File: src/hw/jmc_pkg.sv
// package: register map, field layout, reset values and enumerations of the mode control
package jmc_pkg;
  // register byte addresses on the avalon slave
  localparam logic [4:0] ADDR_CONTROL = 5'h00;
  localparam logic [4:0] ADDR_LOCAL_PORT_SELECT = 5'h04;
  localparam logic [4:0] ADDR_MODE0 = 5'h08;
  localparam logic [4:0] ADDR_MODE1 = 5'h0c;
  localparam logic [4:0] ADDR_MODE2 = 5'h10;
  localparam logic [4:0] ADDR_STATUS = 5'h14;
  // control register fields
  localparam int CTRL_PRIMARY_BIT = 0;
  localparam int CTRL_TRANSPARENT_BIT = 1;
  localparam int CTRL_MASK_BIT = 2;
  // mode register 0 field that requests transparent-local-port mode in bridge mode
  localparam int MODE0_TRANSPARENT_SELECT_LOCAL_BIT = 7;
  // status register fields
  localparam int STAT_CHAIN_LSB = 0;
  localparam int STAT_TAP_LSB = 2;
  localparam int STAT_PENDING_BIT = 6;
  localparam int STAT_INSTR_LSB = 8;
  localparam int STAT_SLOT_LSB = 16;
  // reset values of the registers without a pin source
  localparam logic [7:0] MODE0_RESET = 8'h01;
  localparam logic [7:0] MODE_RESET = 8'h00;
  localparam logic [7:0] INSTR_RESET = 8'h00;
  // timing counts
  localparam logic [2:0] FIVE_HIGH_COUNT = 3'h5;
  localparam logic [1:0] LOAD_DELAY = 2'h3;
  // scan chain modes
  typedef enum logic [1:0] {
    CHAIN_NORMAL = 2'b00,
    CHAIN_FULL_TRANSPARENT = 2'b01,
    CHAIN_TRANSPARENT_LOCAL = 2'b10
  } jmc_chain_t;
  // tap controller states
  typedef enum logic [3:0] {
    TAP_RESET = 4'b0000,
    TAP_IDLE = 4'b0001,
    TAP_SEL_DR = 4'b0010,
    TAP_CAP_DR = 4'b0011,
    TAP_SHIFT_DR = 4'b0100,
    TAP_EXIT1_DR = 4'b0101,
    TAP_PAUSE_DR = 4'b0110,
    TAP_EXIT2_DR = 4'b0111,
    TAP_UPDATE_DR = 4'b1000,
    TAP_SEL_IR = 4'b1001,
    TAP_CAP_IR = 4'b1010,
    TAP_SHIFT_IR = 4'b1011,
    TAP_EXIT1_IR = 4'b1100,
    TAP_PAUSE_IR = 4'b1101,
    TAP_EXIT2_IR = 4'b1110,
    TAP_UPDATE_IR = 4'b1111
  } jmc_tap_t;
endpackage

File: src/hw/jmc_mode_control.sv
// module: mode control, own tap and scan path steering of the jtag multiplexer
//
// The Avalon-MM register port and the register addresses were left to the implementer.
`timescale 1ns/1ps
module jmc_mode_control import jmc_pkg::*; #(
  parameter int PORTS = 7,
  parameter int SLOT_BITS = 8
) (
  // system clock and reset pin
  input wire logic clk_sys,
  input wire logic rst_n,
  // avalon-mm slave
  input wire logic [4:0] avsAddress,
  input wire logic avsRead,
  input wire logic avsWrite,
  input wire logic [31:0] avsWritedata,
  output logic [31:0] avsReaddata,
  output logic avsWaitrequest,
  // strap pins
  input wire logic primaryModeSelectPin,
  input wire logic transparentSelectPin,
  input wire logic [PORTS-1:0] localPortSelectPins,
  input wire logic [SLOT_BITS-1:0] slotAddressPins,
  // backplane tap
  input wire logic tckB,
  input wire logic tmsB,
  input wire logic tdiB,
  input wire logic trstB_n,
  output logic tdoB,
  // local scan ports
  output logic [PORTS-1:0] localTck,
  output logic [PORTS-1:0] localTms,
  output logic [PORTS-1:0] localTdi,
  output logic [PORTS-1:0] localTrst_n,
  input wire logic [PORTS-1:0] localTdo
);
  // refuse port counts the 8-bit register fields cannot hold
  if (PORTS < 1 || PORTS > 7 || SLOT_BITS < 1 || SLOT_BITS > 8) begin : g_check
    $error("jmc_mode_control: PORTS must be 1..7 and SLOT_BITS 1..8");
  end

  localparam int SW = 4 + PORTS + 2 + PORTS + SLOT_BITS; // width of the synchroniser bank

  logic [SW-1:0] syncA; // first synchroniser stage, read only by syncB
  logic [SW-1:0] syncB; // second stage, the only copy logic may read
  logic tckSeen; // previous value of the synced test clock
  logic tckRise; // one-cycle strobe on a test clock rising edge
  logic tckS, tmsS, tdiS, trstS_n; // synced backplane lines
  logic [PORTS-1:0] tdoS; // synced local data returns
  logic primaryS, transS; // synced straps
  logic [PORTS-1:0] lpsS; // synced port-select straps
  logic [SLOT_BITS-1:0] slotS; // synced slot address

  // every strap, tap and local return signal passes two flops first; the bus signals do not
  always_ff @(posedge clk_sys or negedge rst_n) begin
    if (!rst_n) begin
      syncA <= '0;
      syncB <= '0;
    end else begin
      syncA <= {tckB, tmsB, tdiB, trstB_n, localTdo, primaryModeSelectPin,
                transparentSelectPin, localPortSelectPins, slotAddressPins};
      syncB <= syncA;
    end
  end
  assign {tckS, tmsS, tdiS, trstS_n, tdoS, primaryS, transS, lpsS, slotS} = syncB;

  // test clock edge finder
  always_ff @(posedge clk_sys or negedge rst_n) begin
    if (!rst_n) begin
      tckSeen <= 1'b0;
    end else begin
      tckSeen <= tckS;
    end
  end
  assign tckRise = tckS & ~tckSeen;

  // configuration state
  logic primaryMode; // 1 bridge, 0 stitcher
  logic transparentSelect; // stored transparent-select bit
  logic externalResetMask; // masks backplane test reset and five-high reset
  logic fullTransparent; // committed full transparent mode
  logic pendingTrans; // written transparent bit awaiting update-dr
  logic [PORTS-1:0] localPortSelect; // stitcher port selection
  logic [7:0] mode0, mode1, mode2; // bridge mode registers
  logic [1:0] loadCnt; // counts synchroniser fill after reset
  logic strapLoad; // reload defaults from pins this cycle
  logic fiveHigh; // five-high tms sequence seen
  logic [2:0] highCnt; // consecutive tms-high test clocks
  logic fullReset; // complete reset of configuration
  logic tapForceReset; // own tap to reset without config loss
  jmc_tap_t tapState, next_tapState; // own tap controller
  logic [7:0] instr; // own instruction register
  logic [7:0] instrShift; // instruction shift stage
  logic ownBit; // one-bit internal data stage in the chain
  jmc_chain_t chainMode; // present scan chain mode
  logic [PORTS-1:0] selected; // unparked local ports
  logic busAck; // second cycle of a bus access
  logic busWrite; // write takes effect this cycle

  // count tms-high test clocks; the fifth one is a reset sequence
  always_ff @(posedge clk_sys or negedge rst_n) begin
    if (!rst_n) begin
      highCnt <= '0;
    end else if (tckRise) begin
      if (!tmsS) begin
        highCnt <= '0;
      end else if (highCnt != FIVE_HIGH_COUNT) begin
        highCnt <= highCnt + 3'h1;
      end
    end
  end
  assign fiveHigh = tckRise && tmsS && (highCnt == FIVE_HIGH_COUNT - 3'h1);

  // complete reset from test reset or five-high, both masked; transparent ignores five-high
  assign fullReset = !externalResetMask &&
                     (!trstS_n || (fiveHigh && !fullTransparent));
  // masked test reset still returns own tap to reset unless transparent
  assign tapForceReset = !trstS_n && externalResetMask && !fullTransparent;

  // straps become valid two cycles after release, so loading waits for the bank to fill
  always_ff @(posedge clk_sys or negedge rst_n) begin
    if (!rst_n) begin
      loadCnt <= LOAD_DELAY;
    end else if (fullReset) begin
      loadCnt <= LOAD_DELAY;
    end else if (loadCnt != 2'h0) begin
      loadCnt <= loadCnt - 2'h1;
    end
  end
  assign strapLoad = (loadCnt == 2'h1);

  // own tap controller next state
  always_comb begin
    next_tapState = tapState;
    case (tapState)
      TAP_RESET: next_tapState = tmsS ? TAP_RESET : TAP_IDLE;
      TAP_IDLE: next_tapState = tmsS ? TAP_SEL_DR : TAP_IDLE;
      TAP_SEL_DR: next_tapState = tmsS ? TAP_SEL_IR : TAP_CAP_DR;
      TAP_CAP_DR: next_tapState = tmsS ? TAP_EXIT1_DR : TAP_SHIFT_DR;
      TAP_SHIFT_DR: next_tapState = tmsS ? TAP_EXIT1_DR : TAP_SHIFT_DR;
      TAP_EXIT1_DR: next_tapState = tmsS ? TAP_UPDATE_DR : TAP_PAUSE_DR;
      TAP_PAUSE_DR: next_tapState = tmsS ? TAP_EXIT2_DR : TAP_PAUSE_DR;
      TAP_EXIT2_DR: next_tapState = tmsS ? TAP_UPDATE_DR : TAP_SHIFT_DR;
      TAP_UPDATE_DR: next_tapState = tmsS ? TAP_SEL_DR : TAP_IDLE;
      TAP_SEL_IR: next_tapState = tmsS ? TAP_RESET : TAP_CAP_IR;
      TAP_CAP_IR: next_tapState = tmsS ? TAP_EXIT1_IR : TAP_SHIFT_IR;
      TAP_SHIFT_IR: next_tapState = tmsS ? TAP_EXIT1_IR : TAP_SHIFT_IR;
      TAP_EXIT1_IR: next_tapState = tmsS ? TAP_UPDATE_IR : TAP_PAUSE_IR;
      TAP_PAUSE_IR: next_tapState = tmsS ? TAP_EXIT2_IR : TAP_PAUSE_IR;
      TAP_EXIT2_IR: next_tapState = tmsS ? TAP_UPDATE_IR : TAP_SHIFT_IR;
      TAP_UPDATE_IR: next_tapState = tmsS ? TAP_SEL_DR : TAP_IDLE;
      default: next_tapState = TAP_RESET;
    endcase
  end

  // own tap steps with the backplane tms; it stays put once transparent
  always_ff @(posedge clk_sys or negedge rst_n) begin
    if (!rst_n) begin
      tapState <= TAP_RESET;
    end else if (fullReset || tapForceReset) begin
      tapState <= TAP_RESET;
    end else if (tckRise && !fullTransparent) begin
      tapState <= next_tapState;
    end
  end

  // instruction shift and update; decoding halts in full transparent
  always_ff @(posedge clk_sys or negedge rst_n) begin
    if (!rst_n) begin
      instrShift <= INSTR_RESET;
      instr <= INSTR_RESET;
    end else if (fullReset || tapForceReset) begin
      instrShift <= INSTR_RESET;
      instr <= INSTR_RESET;
    end else if (tckRise && !fullTransparent) begin
      if (tapState == TAP_SHIFT_IR) begin
        instrShift <= {tdiS, instrShift[7:1]};
      end else if (tapState == TAP_UPDATE_IR) begin
        instr <= instrShift;
      end
    end
  end

  // one internal data bit stands in front of the local chains outside full transparent
  always_ff @(posedge clk_sys or negedge rst_n) begin
    if (!rst_n) begin
      ownBit <= 1'b0;
    end else if (tckRise && !fullTransparent &&
                 (tapState == TAP_SHIFT_DR || tapState == TAP_SHIFT_IR)) begin
      ownBit <= tdiS;
    end
  end

  // bus handshake: every access answers in its second cycle
  always_ff @(posedge clk_sys or negedge rst_n) begin
    if (!rst_n) begin
      busAck <= 1'b0;
    end else begin
      busAck <= (avsRead || avsWrite) && !busAck;
    end
  end
  assign avsWaitrequest = (avsRead || avsWrite) && !busAck;
  assign busWrite = avsWrite && busAck;

  // control bits: primary and transparent from straps at reset, mask cleared; software writes refused in full transparent
  always_ff @(posedge clk_sys or negedge rst_n) begin
    if (!rst_n) begin
      primaryMode <= 1'b0;
      transparentSelect <= 1'b0;
      externalResetMask <= 1'b0;
      pendingTrans <= 1'b0;
    end else if (strapLoad || fullReset) begin
      primaryMode <= primaryS;
      transparentSelect <= transS;
      externalResetMask <= 1'b0;
      pendingTrans <= 1'b0;
    end else if (busWrite && avsAddress == ADDR_CONTROL && !fullTransparent) begin
      transparentSelect <= avsWritedata[CTRL_TRANSPARENT_BIT];
      externalResetMask <= avsWritedata[CTRL_MASK_BIT];
      pendingTrans <= avsWritedata[CTRL_TRANSPARENT_BIT] && !primaryMode;
    end else if (pendingTrans && tckRise && next_tapState == TAP_UPDATE_DR) begin
      pendingTrans <= 1'b0; // cleared on the very tck edge that enters update-dr
    end
  end

  // full transparent: entered from the pin in stitcher, or by a write at update-dr
  always_ff @(posedge clk_sys or negedge rst_n) begin
    if (!rst_n) begin
      fullTransparent <= 1'b0;
    end else if (fullReset) begin
      fullTransparent <= 1'b0;
    end else if (strapLoad) begin
      fullTransparent <= transS && !primaryS;
    end else if (pendingTrans && tckRise && next_tapState == TAP_UPDATE_DR) begin
      // commit on the edge that enters update-dr, not one test clock later
      fullTransparent <= 1'b1;
    end
  end

  // port selection and mode registers
  always_ff @(posedge clk_sys or negedge rst_n) begin
    if (!rst_n) begin
      localPortSelect <= '0;
      mode0 <= MODE0_RESET;
      mode1 <= MODE_RESET;
      mode2 <= MODE_RESET;
    end else if (strapLoad || fullReset) begin
      localPortSelect <= lpsS;
      mode0 <= MODE0_RESET;
      mode1 <= MODE_RESET;
      mode2 <= MODE_RESET;
    end else if (busWrite && !fullTransparent) begin
      case (avsAddress)
        ADDR_LOCAL_PORT_SELECT: localPortSelect <= avsWritedata[PORTS-1:0];
        ADDR_MODE0: mode0 <= avsWritedata[7:0];
        ADDR_MODE1: mode1 <= avsWritedata[7:0];
        ADDR_MODE2: mode2 <= avsWritedata[7:0];
        default: ;
      endcase
    end
  end

  // chain mode and port choice follow the primary mode
  always_comb begin
    if (fullTransparent) begin
      chainMode = CHAIN_FULL_TRANSPARENT;
    end else if (primaryMode && mode0[MODE0_TRANSPARENT_SELECT_LOCAL_BIT]) begin
      chainMode = CHAIN_TRANSPARENT_LOCAL;
    end else begin
      chainMode = CHAIN_NORMAL;
    end
    selected = primaryMode ? mode0[PORTS-1:0] : localPortSelect;
  end

  // scan path: own bit, then each selected port, with its pad in normal mode; full transparent skips the own bit
  logic [PORTS:0] chainLink; // serial data between stages
  logic [PORTS-1:0] padReg; // pad bit after each port
  logic [PORTS-1:0] padUse; // which ports carry a pad now
  logic lastPad; // single pad after the final chain
  int lastIdx; // highest selected port

  always_comb begin
    lastIdx = -1;
    for (int i = 0; i < PORTS; i++) begin
      if (selected[i]) begin
        lastIdx = i;
      end
    end
    for (int i = 0; i < PORTS; i++) begin
      // pads: each chain in normal, none otherwise
      padUse[i] = selected[i] && (chainMode == CHAIN_NORMAL);
    end
  end
  // backplane data reaches the first port directly in full transparent
  assign chainLink[0] = fullTransparent ? tdiS : ownBit;

  // pad flops sample the port's return on each test clock
  always_ff @(posedge clk_sys or negedge rst_n) begin
    if (!rst_n) begin
      padReg <= '0;
      lastPad <= 1'b0;
    end else if (tckRise) begin
      padReg <= tdoS;
      lastPad <= chainLink[PORTS];
    end
  end

  for (genvar g = 0; g < PORTS; g++) begin : g_link
    // a parked port is bypassed, a selected one returns through its pad when used
    assign chainLink[g+1] = !selected[g] ? chainLink[g] :
                            (padUse[g] ? padReg[g] : tdoS[g]);
  end

  // local port pins, registered; parked ports idle with tms low
  always_ff @(posedge clk_sys or negedge rst_n) begin
    if (!rst_n) begin
      localTck <= '0;
      localTms <= '0;
      localTdi <= '0;
      localTrst_n <= '1;
      tdoB <= 1'b0;
    end else begin
      for (int i = 0; i < PORTS; i++) begin
        localTck[i] <= selected[i] ? tckS : 1'b0;
        localTms[i] <= selected[i] && tmsS;
        localTdi[i] <= chainLink[i];
        localTrst_n[i] <= !selected[i] || trstS_n;
      end
      // one pad after the last chain in transparent-local-port mode
      tdoB <= (chainMode == CHAIN_TRANSPARENT_LOCAL && lastIdx >= 0) ? lastPad :
              chainLink[PORTS];
    end
  end

  // read data, registered in the wait cycle and held for the answer cycle
  always_ff @(posedge clk_sys or negedge rst_n) begin
    if (!rst_n) begin
      avsReaddata <= '0;
    end else if (avsRead && !busAck) begin
      avsReaddata <= '0;
      case (avsAddress)
        ADDR_CONTROL: begin
          avsReaddata[CTRL_PRIMARY_BIT] <= primaryMode;
          avsReaddata[CTRL_TRANSPARENT_BIT] <= transparentSelect;
          avsReaddata[CTRL_MASK_BIT] <= externalResetMask;
        end
        ADDR_LOCAL_PORT_SELECT: avsReaddata[PORTS-1:0] <= localPortSelect;
        ADDR_MODE0: avsReaddata[7:0] <= mode0;
        ADDR_MODE1: avsReaddata[7:0] <= mode1;
        ADDR_MODE2: avsReaddata[7:0] <= mode2;
        ADDR_STATUS: begin
          avsReaddata[STAT_CHAIN_LSB +: 2] <= chainMode;
          avsReaddata[STAT_TAP_LSB +: 4] <= tapState;
          avsReaddata[STAT_PENDING_BIT] <= pendingTrans;
          avsReaddata[STAT_INSTR_LSB +: 8] <= instr;
          // slot address matters only in bridge mode
          avsReaddata[STAT_SLOT_LSB +: SLOT_BITS] <= primaryMode ? slotS : '0;
        end
        default: ;
      endcase
    end
  end
endmodule // jmc_mode_control

File: config.mk
export PLATFORM = sky130hd
export DESIGN_NAME = jmc_mode_control
export DESIGN_NICKNAME = d
export VERILOG_FILES = /design/src/hw/jmc_pkg.sv /design/src/hw/jmc_mode_control.sv
export SDC_FILE = /design/constraint.sdc
export NUM_CORES = 1
export LEC_CHECK = 0
export BUFFER_PORTS_ARGS = -buffer_cell sky130_fd_sc_hd__buf_2
export CORE_UTILIZATION = 40
export DETAILED_ROUTE_END_ITERATION = 12
export PLACE_DENSITY = 0.59
export SETUP_SLACK_MARGIN = 0.1
export SYNTH_ARGS = -nofsm -noshare
export SYNTH_HDL_FRONTEND = slang
export SYNTH_SLANG_ARGS = --single-unit
File: constraint.sdc
create_clock -name clk_sys -period 6.3 [get_ports clk_sys]
set_clock_uncertainty 0.15 [all_clocks]
set_input_delay 0.315 -clock clk_sys [delete_from_list [all_inputs] [get_ports clk_sys]]
set_output_delay 0.315 -clock clk_sys [all_outputs]
set_load 0.05 [all_outputs]
=== After elaboration in Yosys (flattened, before gate mapping) ===
Index checks and enable logic that the tools add are counted.

* Logic and storage cells: 230
* Output and inout bits: 62
* Bits of input ports: 69
* Register bits after elaboration: 181

* Multiplexer cells: 86
* Bitwise logic cells: 2
* $lt $le $gt $ge: 1
* Equality and inequality tests: 27
* Add/sub/neg operators: 2
* Reductions and logical operators: 85

{| class="wikitable"
|+ Operators with widths
! operator !! number
|-
| 32-bit two-way mux || 7
|-
| 8-bit two-way mux || 17
|-
| 4-bit one-hot mux with 12 select lines || 1
|-
| 4-bit equality test (second input constant) || 9
|-
| 1-bit two-way mux || 36
|-
| 1-bit logical AND || 34
|-
| 32-bit by 1-bit >= comparator with 1-bit output (second input constant) || 1
|-
| 7-bit two-way mux || 4
|-
| 4-bit two-way mux || 6
|-
| 2-bit nonzero test || 11
|-
| 4-bit one-hot mux with 5 select lines || 1
|-
| 3-bit one-hot mux with 6 select lines || 1
|-
| 4-bit by 3-bit equality test with 1-bit output (second input constant) || 4
|-
| 16-bit two-way mux || 1
|-
| 2-bit two-way mux || 7
|-
| 1-bit zero test || 13
|-
| 1-bit logical OR || 12
|-
| 3-bit two-way mux || 4
|-
| 2-bit AND reduction || 6
|-
| 5-bit by 4-bit equality test with 1-bit output (second input constant) || 2
|-
| 5-bit equality test (second input constant) || 2
|-
| 4-bit by 2-bit equality test with 1-bit output (second input constant) || 2
|-
| 3-bit nonzero test || 2
|-
| 5-bit by 3-bit equality test with 1-bit output (second input constant) || 1
|-
| 18 further kinds || 19
|}

=== Logic depth before layout (Yosys ltp) ===
Gate-level depths: netlist of the first run.

* Word-level depth: 14
* Gate-level depth with buffers: 9
* Gate-level depth less buffers: 7

=== Least setup slack after synthesis of the first run ===
Ideal clock, no wire load.

* Path type: reg-to-reg
* Start point: reg primaryMode
* End point: reg lastPad
* Path buffers: 1
* Slack: 4251 ps
* Required time: 6067 ps
* Arrival: 1816 ps
* Period minus slack after synthesis: 2049 ps
* Setup time: 83 ps
* Cell stages (with the launch flop): 7
* Cells stage by stage: dfrtp_1 buf_4 mux2i_1 mux2_2 a221oi_4 a211oi_2 o22ai_1

* Cells in the longest elaborated chain, start to end: 13
* Elaborated cells between the ends (all ways): 26

{| class="wikitable"
|+ Ends and longest elaborated chain
! what !! RTL line !! source
|-
| from (decl) || jmc_mode_control.sv:78 || <nowiki>logic primaryMode;</nowiki>
|-
| from (signal assigned) || jmc_mode_control.sv:213 || <nowiki>primaryMode <= primaryS;</nowiki>
|-
| 1-bit logical AND || jmc_mode_control.sv:267 || <nowiki>end else if (primaryMode && mode0[MODE0_TRANSPARENT_SELECT_LOCAL_BIT]) begin</nowiki>
|-
| 2-bit two-way mux || jmc_mode_control.sv:267 ||
|-
| 2-bit two-way mux || jmc_mode_control.sv:265 || <nowiki>if (fullTransparent) begin</nowiki>
|-
| 2-bit zero test || jmc_mode_control.sv:291 || <nowiki>padUse[i] = selected[i] && (chainMode == CHAIN_NORMAL);</nowiki>
|-
| 1-bit logical AND || jmc_mode_control.sv:291 ||
|-
| 1-bit two-way mux || jmc_mode_control.sv:311 || <nowiki>(padUse[g] ? padReg[g] : tdoS[g]);</nowiki>
|-
| 1-bit two-way mux (3 in a row) || jmc_mode_control.sv:310 || <nowiki>assign chainLink[g+1] = !selected[g] ? chainLink[g] :</nowiki>
|-
| 1-bit two-way mux * || jmc_mode_control.sv:310 ||
|-
| named net chainLink[4] || jmc_mode_control.sv:276 || <nowiki>logic [PORTS:0] chainLink;</nowiki>
|-
| 1-bit two-way mux * (3 in a row) || jmc_mode_control.sv:310 ||
|-
| to (signal assigned) || jmc_mode_control.sv:304 || <nowiki>lastPad <= chainLink[PORTS];</nowiki>
|-
| to (decl) || jmc_mode_control.sv:279 || <nowiki>logic lastPad;</nowiki>
|}

Mark *: on every way through the listed nets, which the timed path passes. The rest lies on a longest branch.
A chain may end at the register's enable or synchronous reset.

=== Final worst setup path of the first run ===
* Start point: reg syncB[27]
* End point: reg instr[1]

* Cells in the longest elaborated chain, start to end: 9
* Elaborated cells between the ends (all ways): 13

{| class="wikitable"
|+ Ends and longest elaborated chain
! what !! RTL line !! source
|-
| from (decl) || jmc_mode_control.sv:45 || <nowiki>logic [SW-1:0] syncB;</nowiki>
|-
| from (signal assigned) || jmc_mode_control.sv:62 || <nowiki>syncB <= syncA;</nowiki>
|-
| 1-bit AND * || jmc_mode_control.sv:75 || <nowiki>assign tckRise = tckS & ~tckSeen;</nowiki>
|-
| 1-bit logical AND (2 in a row) || jmc_mode_control.sv:112 || <nowiki>assign fiveHigh = tckRise && tmsS && (highCnt == FIVE_HIGH_COUNT - 3'h1);</nowiki>
|-
| 1-bit logical AND || jmc_mode_control.sv:116 || <nowiki>(!trstS_n || (fiveHigh && !fullTransparent));</nowiki>
|-
| 1-bit logical OR || jmc_mode_control.sv:116 ||
|-
| 1-bit logical AND || jmc_mode_control.sv:115 || <nowiki>assign fullReset = !externalResetMask &&</nowiki>
|-
| 1-bit logical OR || jmc_mode_control.sv:172 || <nowiki>end else if (fullReset || tapForceReset) begin</nowiki>
|-
| 2-bit != test (no line) / 2-bit nonzero test (equally long branches) || -- ||
|-
| 3-bit AND reduction (no line) || -- ||
|-
| to (signal assigned) || jmc_mode_control.sv:179 || <nowiki>instr <= instrShift;</nowiki>
|-
| to (decl) || jmc_mode_control.sv:92 || <nowiki>logic [7:0] instr;</nowiki>
|}

Every way passes the cells marked *; elsewhere a longest branch is shown, timed or not.

==> results by group, run 1 <==
Run status
  – Result of the run: finished clean

Clocking
  – Clk_lat worst skew: 430 ps
  – CTS max path bufs: 2
  – Post-CTS setup buffer count: 0
  – Clk sink count: 181
  – Clock transition at path regs: 70 ps
  – # resized after CTS: 0
  – H-tree levels: 4
  – CTS tree: yes
  – CTS Buf Count: 17
  – Hold buffers post-CTS: 29
  – Root Driver: clkbuf_16

Timing
  – Minimum clock period: 2960 ps
  – Smallest hold slack: 19.63 ps
  – Final hold violation count: 0
  – Final Cycle Share: 46.99%
  – Final Max Slew Viols: 0
  – Relative slew slack: 31.64%
  – Highest clock rate: 337.8 MHz
  – Unrepaired setup endpoints after global routing: no
  – Final setup vio count: 0
  – Slew @ Worst Pin: 1023 ps
  – Final TNS setup: 0 ps

Die
  – Std cell rows: 48
  – Die Height: 136.1 um
  – Core Box Area: 17420 um2
  – Die Area: 18530 um2
  – Io pins: 131
  – Starting density of the core: 41.31%
  – Die extent in x: 136.1 um

Power and ir drop
  – Int Power: 1.999 mW
  – Reg power frac: 46.0%
  – Pleak: 4.214 nW
  – Comb pwr share: 16.4%
  – P_sw: 855.4 uW
  – Clock power frac: 37.6%
  – Max VDD drop: 0.1923 mV
  – PD cells: 327.1 nW/um2
  – Switching Fraction: 29.97%

Global route
  – First-pass GRT wire length: 25160 um
  – Total global routing track utilization: 17.91%
  – Largest net degree at the start of global routing: 109
  – Initial antenna violation count: 0
  – Global route total overflow: 0
  – Vias in the first global route: 4880

Place
  – GP Congestion: 0.8268
  – Placed insts: 884
  – Post-DP HPWL: 10440 um
  – Input/output buffers: 98

Flow run
  – Max cap viols: 0

Synthesis
  – Yosys warns: 0
  – Post-synth ARST share: 100.0%
  – Register area share after synthesis: 63.12%
  – Avg Cell Area, Syn: 12.24 um2
  – EDFF count, synth: 0
  – Synth unique cells: 52
  – Post-synthesis register bit count: 181
  – Synth Cell Area: 7196 um2
  – Cell count after synthesis: 588
  – Top_reg_cell synth: dfrtp_1

Critical path
  – Worst Path Required: 6460 ps
  – Crit path kind: flip-flop to flip-flop
  – Crit end category: flip-flop
  – Worst Path Max Fanout: 14
  – Worst path arrival time: 3120 ps
  – Nature of the critical path startpoint: flip-flop

Layout
  – Share of layout cells above drive strength 1: 22.50%
  – Antenna diode count: 0
  – P&R area growth vs syn: 21.27%
  – Fin cells: 945
  – Nets: 781
  – Fin util: 50.10%
  – Filler cells: 1534

Hold path
  – Type of the tightest min-delay check: primary input to flip-flop

Routing
  – Vias: 4784
  – Initial drt markers: 455
  – DRC violations left: 0
  – DRT antenna net count: 0
  – Vias/cell: 5.062
  – Routed WL per cell: 16.28 um
  – Drt first pass iters: 6
  – Final WL: 15390 um
[final timing paths]
kind / start / end / slack [ps] / cells after the start
max: syncB[27] / instr[1] / 3340 / 5
min: avsRead / busAck / 20 / 3
max reg2reg: syncB[27] / instr[1] / 3340 / 5
min reg2reg: syncA[16] / syncB[16] / 200 / 0
max in group asynchronous: rst_n / syncB[12] / 4060 / 3
min in group asynchronous: rst_n / syncA[24] / 430 / 2
[final cells by class]
class | instances | area (um2) | area share (%)
flip-flops and latches | 181 | 4542 | 52.05
multi-input cells | 363 | 2435 | 27.90
repair buffers | 131 | 817.0 | 9.363
clock buffers | 18 | 439.2 | 5.033
well taps | 225 | 281.5 | 3.226
clock inverters | 14 | 162.7 | 1.864
inverters | 13 | 48.80 | 0.5592
[logic make-up (layout without fill, tap and decap cells)]
kind of cell | Yosys count | count (layout) | synth area share, %
flops | 181 | 181 | 63.12
fa+ha+maj | 5 | 5 | 0.8694
xor+xnor | 2 | 2 | 0.2435
compound gates | 103 | 103 | 10.28
simple gates | 168 | 168 | 11.01
other cells | 1 | 8 | 0.05211
buf+inv | 51 | 176 | 3.443
mux | 77 | 77 | 10.99
[power groups by stage]
stage	Combinational, mW	Sequential [mW]	Clock (mW)
detailed placement	0.459	1.34	0
global placement	0.450	1.33	0
global route	0.506	1.32	1.15
floorplan	0.212	1.45	0
CTS	0.475	1.31	1.10
finish	0.469	1.31	1.07
[layer usage]
layer	up-vias	share of wire (%)	GRT usage, %
li1	2268	-	-
met1	2388	45	23.37
met2	114	49	29.55
met3	14	4.0	3.915
met4	0	1.4	5.864
met5	-	0	0
[metrics by stage]
stage / setup WS [ps] / total power [mW] / area, um2
floorplan: 4251 / 1.658 / 7222
global placement: 3414 / 1.781 / 7834
detailed placement: 3327 / 1.794 / 7834
CTS: 3318 / 2.886 / 8726
global route: 3095 / 2.980 / 8726
finish: 3340 / 2.854 / 8726
[flip-flops by register name, summed over array words and instances, names as in the netlist, 2 cells and up]
| register | cells |
|---|---|
| avsReaddata | 24 |
| highCnt | 3 |
| instr | 8 |
| instrShift | 8 |
| loadCnt | 2 |
| localPortSelect | 7 |
| localTck | 7 |
| localTdi | 7 |
| localTms | 7 |
| localTrst_n | 7 |
| mode0 | 8 |
| mode1 | 8 |
| mode2 | 8 |
| padReg | 7 |
| syncA | 28 |
| syncB | 28 |
| tapState | 4 |
[worst max-delay path, stage by stage (launching register included)]
cell	delay, ps
dfrtp_1	550
nor2b_1	860
nand2b_1	380
nor3_4	590
mux2i_1	260
nor2_1	60
[cell usage after synthesis, types with 3 or more instances]
| library cell | count | area, um2 |
|---|---|---|
| clkbuf_1 | 16 | 60.06 |
| buf_4 | 12 | 90.09 |
| mux2_2 | 6 | 67.56 |
| mux2i_1 | 61 | 610.6 |
| mux2_1 | 10 | 112.6 |
| nor2b_1 | 9 | 56.30 |
| dfstp_2 | 10 | 262.8 |
| nor2_1 | 63 | 236.5 |
| nor3b_1 | 4 | 30.03 |
| a21o_1 | 4 | 30.03 |
| or2_1 | 6 | 37.54 |
| a222oi_1 | 5 | 50.05 |
| a21oi_1 | 15 | 75.07 |
| nand2b_1 | 7 | 43.79 |
| a22o_1 | 18 | 157.7 |
| o22ai_1 | 4 | 25.02 |
| dfrtp_1 | 171 | 4279 |
| nand4_1 | 3 | 18.77 |
| buf_2 | 9 | 45.04 |
| a221oi_1 | 7 | 61.31 |
| nand2_1 | 52 | 195.2 |
| nand3_1 | 6 | 30.03 |
| and2_1 | 6 | 37.54 |
| inv_1 | 12 | 45.04 |
| o21ai_1 | 21 | 105.1 |
| a31oi_1 | 4 | 25.02 |
| ha_1 | 5 | 62.56 |
| o21ai_0 | 9 | 45.04 |
| a211oi_1 | 3 | 22.52 |
| nor3_1 | 5 | 25.02 |
[placed cells by master (no fill, tap or decap), types with 7 or more instances in the layout]
cell type | netlist | layout
dfrtp_1 | 171 | 171
buf_2 | 9 | 97
nor2_1 | 63 | 63
mux2i_1 | 61 | 61
nand2_1 | 52 | 52
dlygate4sd3_1 | 0 | 29
o21ai_1 | 21 | 21
a22o_1 | 18 | 18
clkbuf_16 | 0 | 17
a21oi_1 | 15 | 15
inv_1 | 12 | 12
mux2_1 | 10 | 10
dfstp_2 | 10 | 10
nor2b_1 | 9 | 9
o21ai_0 | 9 | 9
conb_1 | 1 | 8
inv_6 | 0 | 8
a221oi_1 | 7 | 7
Note: power is estimated with default switching activity, not from simulation.
==> inputs of run 2 (changes only) <==
--- a/config.mk
+++ b/config.mk
@@ -5,6 +5,7 @@
 export SDC_FILE = /design/constraint.sdc
 export NUM_CORES = 1
 export LEC_CHECK = 0
+export ABC_AREA = 1
 export BUFFER_PORTS_ARGS = -buffer_cell sky130_fd_sc_hd__buf_2
 export CORE_UTILIZATION = 40
 export DETAILED_ROUTE_END_ITERATION = 12
==> constraint.sdc (replaced) <==
create_clock -name clk_sys -period 2.9 [get_ports clk_sys]
set_clock_uncertainty 0.15 [all_clocks]
set_input_delay 0.145 -clock clk_sys [delete_from_list [all_inputs] [get_ports clk_sys]]
set_output_delay 0.145 -clock clk_sys [all_outputs]
set_load 0.05 [all_outputs]
==> run 2 against run 1 <==
Worst setup slack got worse by 2800 ps; clock-buffer cell count decreased by 1; core utilization increased by 0.69 points; sequential share of layout area decreased by 0.35 points; largest power group unchanged; maximum frequency increased by 25%; critical path depth increased by 10; power increased to 2.9 times the previous value; combinational power increased to 5.6 times the previous value; synthesized cell count increased by 19%; sequential power increased to 2.6 times the previous value; first-iteration DRC count decreased by 24%; final cell count increased by 14%.
==> results by group, run 2 <==
Run status
  – Result of the run: finished clean

Synthesis
  – Post-synthesis simple-gate area fraction: 16.67% (+5.7 points)
  – Register area share after synthesis: 64.24% (+1.1 points)
  – Post-synthesis register bit count: 181 (unchanged)
  – Top_reg_cell synth: dfrtp_1
  – Synth unique cells: 46 (-12%)
  – Commonest cells in the netlist: dfrtp_1, nand2_1, nor2_1
  – Cell count after synthesis: 698 (+19%)
  – Mux cell area share after synthesis: 0% (-11 points)
  – Area leader, netlist: dfrtp_1
  – Largest family of logic cells by synthesized area: simple AND/OR/NAND/NOR gates
  – Yosys top cell area share: 60.52% (+1.1 points)
  – Avg Cell Area, Syn: 10.13 um2 (-17%)
  – Yosys warns: 0 (unchanged)
  – Post-synthesis adder-cell area fraction: 0.8848% (+0.015 points)
  – Synth Cell Area: 7071 um2 (-1.7%)
  – Post-synth ARST share: 100.0% (unchanged)
  – Xor-xnor portion of the synthesized cell area: 0% (-0.24 points)
  – EDFF count, synth: 0 (unchanged)
  – Main area contributors after synthesis: dfrtp_1, nand2_1, dfstp_2, o21ai_0, o21ai_1
  – Synth Area in Compound Gates: 12.33% (+2.1 points)

Routing
  – Met2 WL post-DR: 7808 um (+3.3%)
  – Initial drt markers: 346 (-24%)
  – Wl on met1: 7160 um (+2.4%)
  – Vias: 5360 (+12%)
  – Met3 WL post-DR: 820 um (+33%)
  – DRT antenna net count: 0 (unchanged)
  – Top routing layer in use: met4
  – DRC violations left: 0 (unchanged)
  – Drt first pass iters: 7 (+1)
  – Final WL: 16060 um (+4.4%)
  – Vias/cell: 4.963 (-2.0%)
  – Routed WL per cell: 14.87 um (-8.7%)

Place
  – Placed insts: 1008 (+14%)
  – GP Congestion: 0.8812 (+6.6%)
  – Input/output buffers: 98 (unchanged)
  – Post-DP HPWL: 11050 um (+5.8%)

Flow run
  – Max cap viols: 0 (unchanged)

Global route
  – Total global routing track utilization: 19.04% (+1.1 points)
  – First-pass GRT wire length: 26630 um (+5.8%)
  – Largest net degree at the start of global routing: 89 (-18%)
  – Global route total overflow: 0 (unchanged)
  – Initial antenna violation count: 0 (unchanged)
  – Vias in the first global route: 5326 (+9.1%)

Layout
  – Fin cells: 1080 (+14%)
  – Nets: 916 (+17%)
  – Fin util: 50.79% (+0.69 points)
  – Largest registers: syncA x28, syncB x28, avsReaddata x24
  – P&R area growth vs syn: 24.24%
  – Share of layout cells above drive strength 1: 22.22% (-0.28 points)
  – Antenna diode count: 0 (unchanged)
  – Commonest non-fill, non-tap cells in the layout: nand2_1, dfrtp_1, buf_2

Critical path
  – Worst r2r src: primaryMode
  – Nature of the critical path startpoint: flip-flop
  – Crit path kind: flip-flop to flip-flop
  – R2R depth: 15 (+10)
  – Worst Path Required: 3060 ps (-3400 ps)
  – Crit end category: flip-flop
  – Worst path arrival time: 2530 ps (-590 ps)
  – Reg2reg setup slack: 530 ps (-2810 ps)
  – Worst Setup SP: primaryMode
  – Worst Path Max Fanout: 12 (-2)

Die
  – Starting density of the core: 40.88% (-0.44 points)
  – Io pins: 131 (unchanged)
  – Die Area: 18210 um2 (-1.7%)
  – Core Box Area: 17300 um2 (-0.69%)
  – Die Height: 135.0 um (-0.86%)
  – Die extent in x: 135.0 um (-0.86%)
  – Std cell rows: 48 (unchanged)

Clocking
  – Clk_lat worst skew: 430 ps (about the same)
  – CTS tree: yes
  – CTS max path bufs: 2 (unchanged)
  – Clk sink count: 181 (unchanged)
  – H-tree levels: 4 (unchanged)
  – Root Driver: clkbuf_16
  – Clock transition at path regs: 70 ps (about the same)
  – CTS Buf Count: 17 (unchanged)

Power and ir drop
  – Max VDD drop: 0.6017 mV (+210%)
  – Pleak: 4.213 nW (about the same)
  – PD cells: 942.8 nW/um2 (+190%)

Timing
  – Highest clock rate: 421.8 MHz (+25%)
  – Final TNS setup: 0 ps (unchanged)
  – Slew @ Worst Pin: 895.0 ps (-128.3 ps)
  – Unrepaired setup endpoints after global routing: no
  – Final Max Slew Viols: 0 (unchanged)
  – Final Cycle Share: 81.75% (+35 points)
  – Minimum clock period: 2371 ps (-589.8 ps)
  – Smallest hold slack: 62.00 ps (+42.37 ps)
  – Final setup vio count: 0 (unchanged)
  – Final hold violation count: 0 (unchanged)
  – Relative slew slack: 40.11% (+8.5 points)

Hold path
  – Hold Path Origin: avsAddress[2]
  – Type of the tightest min-delay check: primary input to flip-flop
  – Hold Path Depth: 5 (+2)
## run 2: worst max-delay path, cell delays in order, from the launching register on
cell and delay, ps:
dfrtp_1 680, nand2_1 220, nand2_2 280, nand2_1 90, nand3_1 110, nand3_2 80, nand3_2 80, nand3_2 70
nand3_2 70, nand2_2 70, nand2_2 60, nand2_2 50, nand2_1 60, nand2_1 70, nand2_1 60, nand2_1 50
## run 2: per-layer routing
layer  GRT usage [%]  up-vias
met5               0        -
met4           7.428        0
met3           3.641       26
met2           30.84      176
met1           25.34     2601
li1                -     2557
## run 2: area by class of cell
class,instances,area (um2)
fill,1569,8512
clock buffer,17,425.4
clock inverter,15,167.7
timing repair buffer,147,977.2
inverter,64,245.2
multi-input combinational,431,2146
sequential,181,4542
tap,225,281.5
## run 2: metrics by stage
stage | total power, mW | cell area [um2] | worst slack [ps]
2_1_floorplan | 5.339 | 7097 | 1140
4_1_cts | 8.348 | 8785 | 509.7
3_3_place_gp | 5.929 | 7791 | 607.6
6_report | 8.282 | 8785 | 529.3
3_5_place_dp | 6.004 | 7791 | 531.8
5_1_grt | 8.732 | 8785 | 263.0
## run 2: path summary, 6_finish.rpt
check                             endpoint
setup reg to reg                   lastPad
min in group asynchronous        syncA[24]
hold / removal              avsReaddata[7]
setup / recovery                   lastPad
hold reg to reg                  syncB[13]
max in group asynchronous  avsReaddata[21]
## run 2: timing repair
item | CTS | global route
buffers inserted | 0 | 0
hold buffers | 40 | 0
hold endpoints to repair | 139 | 0
resized for setup | 0 | 0
## run 2: where the power goes
group          switching (mW)  total (mW)  internal, mW
clock                    1.06        2.29          1.22
sequential              0.298        3.38          3.08
combinational            1.92        2.62         0.700
total                    3.28        8.28          5.00
## run 2: cell families after synthesis
logic type | count (synthesis)
AND/OR/NAND/NOR | 275
flip-flops | 181
AO/OA/AOI/OAI | 143
other | 1
buffers and inverters | 93
adder cells (fa/ha/maj) | 5
==> inputs of run 3 (changes only) <==
==> constraint.sdc (replaced) <==
create_clock -name clk_sys -period 2.4 [get_ports clk_sys]
set_clock_uncertainty 0.15 [all_clocks]
set_input_delay 0.12 -clock clk_sys [delete_from_list [all_inputs] [get_ports clk_sys]]
set_output_delay 0.12 -clock clk_sys [all_outputs]
set_load 0.05 [all_outputs]
==> run 3 against run 2 <==
Combinational power grew 27%; critical path depth shrank 4; critical path type unchanged; clock power grew 23%; first-iteration DRC count shrank 14%; global-route usage grew 0.13 points.
==> results by group, run 3 (same netlist as run 2, synthesis figures left out) <==
Run status
  – Result of the run: finished clean

Clocking
  – Hold buffers post-CTS: 40 (unchanged)
  – CTS max path bufs: 2 (unchanged)
  – Clk sink count: 181 (unchanged)
  – Root Driver: clkbuf_16
  – CTS Buf Count: 17 (unchanged)
  – H-tree levels: 4 (unchanged)
  – Clock transition at path regs: 70 ps (about the same)
  – Clk_lat worst skew: 430 ps (about the same)
  – Post-CTS setup buffer count: 0 (unchanged)
  – CTS tree: yes
  – # resized after CTS: 0 (unchanged)

Die
  – Starting density of the core: 40.88% (unchanged)
  – Die Area: 18210 um2 (unchanged)
  – Io pins: 131 (unchanged)
  – Die Height: 135.0 um (unchanged)
  – Core Box Area: 17300 um2 (unchanged)
  – Die extent in x: 135.0 um (unchanged)
  – Std cell rows: 48 (unchanged)

Global route
  – Total global routing track utilization: 19.17% (+0.13 points)
  – Global route total overflow: 0 (unchanged)
  – Largest net degree at the start of global routing: 85 (-4.5%)
  – Initial antenna violation count: 0 (unchanged)
  – First-pass GRT wire length: 26610 um (about the same)
  – Vias in the first global route: 5382 (+1.1%)

Routing
  – Final WL: 16100 um (+0.24%)
  – DRC violations left: 0 (unchanged)
  – Routed WL per cell: 14.76 um (-0.77%)
  – Initial drt markers: 299 (-14%)
  – Drt first pass iters: 4 (-3)
  – Vias: 5350 (-0.19%)
  – Vias/cell: 4.904 (-1.2%)
  – DRT antenna net count: 0 (unchanged)

Critical path
  – Worst path arrival time: 2220 ps (-310 ps)
  – Worst Path Required: 2560 ps (-500 ps)
  – Crit path kind: flip-flop to flip-flop
  – Nature of the critical path startpoint: flip-flop
  – Crit end category: flip-flop
  – Worst Path Max Fanout: 15 (+3)

Timing
  – Final TNS setup: 0 ps (unchanged)
  – Relative slew slack: 47.38% (+7.3 points)
  – Slew @ Worst Pin: 788.5 ps (-106.5 ps)
  – Smallest hold slack: 18.94 ps (-43.06 ps)
  – Highest clock rate: 485.9 MHz (+15%)
  – Final setup vio count: 0 (unchanged)
  – Final Max Slew Viols: 0 (unchanged)
  – Final Cycle Share: 85.75% (+4.0 points)
  – Minimum clock period: 2058 ps (-312.7 ps)
  – Final hold violation count: 0 (unchanged)
  – Unrepaired setup endpoints after global routing: no

Hold path
  – Type of the tightest min-delay check: primary input to flip-flop

Layout
  – Fin util: 51.54% (+0.75 points)
  – P&R area growth vs syn: 26.08%
  – Post-Layout Inst Area: 8915 um2 (+1.5%)
  – Share of layout cells above drive strength 1: 22.98% (+0.76 points)
  – Antenna diode count: 0 (unchanged)
  – Nets: 927 (+1.2%)
  – Filler cells: 1576 (+0.45%)
  – Largest registers: syncA x28, syncB x28, avsReaddata x24
  – Commonest non-fill, non-tap cells in the layout: nand2_1, dfrtp_1, buf_2

Power and ir drop
  – Max VDD drop: 0.6370 mV (+5.9%)
  – Tot Pwr: 10.18 mW (+23%)
  – PD cells: 1142 nW/um2 (+21%)
  – Pleak: 4.291 nW (+1.8%)

Place
  – Post-DP HPWL: 11300 um (+2.3%)
  – GP Congestion: 0.8597 (-2.4%)
  – Area after DPL: 7924 um2 (+1.7%)
  – Input/output buffers: 98 (unchanged)

Flow run
  – Max cap viols: 0 (unchanged)
## run 3: cell type report
cell class                 instances  area, um2  share of cell area (%)
timing repair buffer             158       1110                   12.45
clock buffer                      20      446.7                   5.011
inverter                          64      245.2                   2.751
tap                              225      281.5                   3.158
multi-input combinational        431       2146                   24.07
clock inverter                    12      143.9                   1.614
sequential                       181       4542                   50.95
## run 3: final timing paths
check,startpoint,end,slack [ps],cells past startpoint
worst max register to register,highCnt[0],instr[1],340,11
worst min register to register,syncA[17],syncB[17],190,0
max in group asynchronous,rst_n,mode0[0],1210,3
worst max-delay path,highCnt[0],instr[1],340,11
worst min-delay path,avsAddress[2],avsReaddata[7],20,5
min in group asynchronous,rst_n,syncA[26],170,2
## run 3: worst max-delay path: stages, from the launching register on
cell and delay, ps:
dfrtp_1 400, inv_1 100, ha_1 150, nand3_1 90
o21ai_1 140, nand2_1 120, o21ai_1 240, inv_2 180
nand2_1 130, inv_2 110, nand2_1 80, o21ai_1 60
## run 3: stage by stage
step | std cells | worst slack [ps]
final | 1091 | 342.0
after global routing | 1091 | 105.0
after CTS | 1091 | 330.5
after detailed placement | 1019 | 350.0
after global placement | 1019 | 385.3
after floorplan | 705 | 640.3
## run 3: metal layers
layer	routed length, um	vias up	GRT usage, %
met4	227	0	6.492
met2	7915	153	31.96
met1	7178	2587	24.79
li1	-	2589	-
met3	780	21	4.167
met5	0	-	0
## run 3: power by group
part           internal [mW]  leakage (nW)  switching (mW)  total (mW)
logic                  0.969          1.74            2.35        3.32
clock network           1.59         0.289            1.22        2.81
registers               3.72          2.26           0.333        4.06
total                   6.28          4.29            3.90        10.2
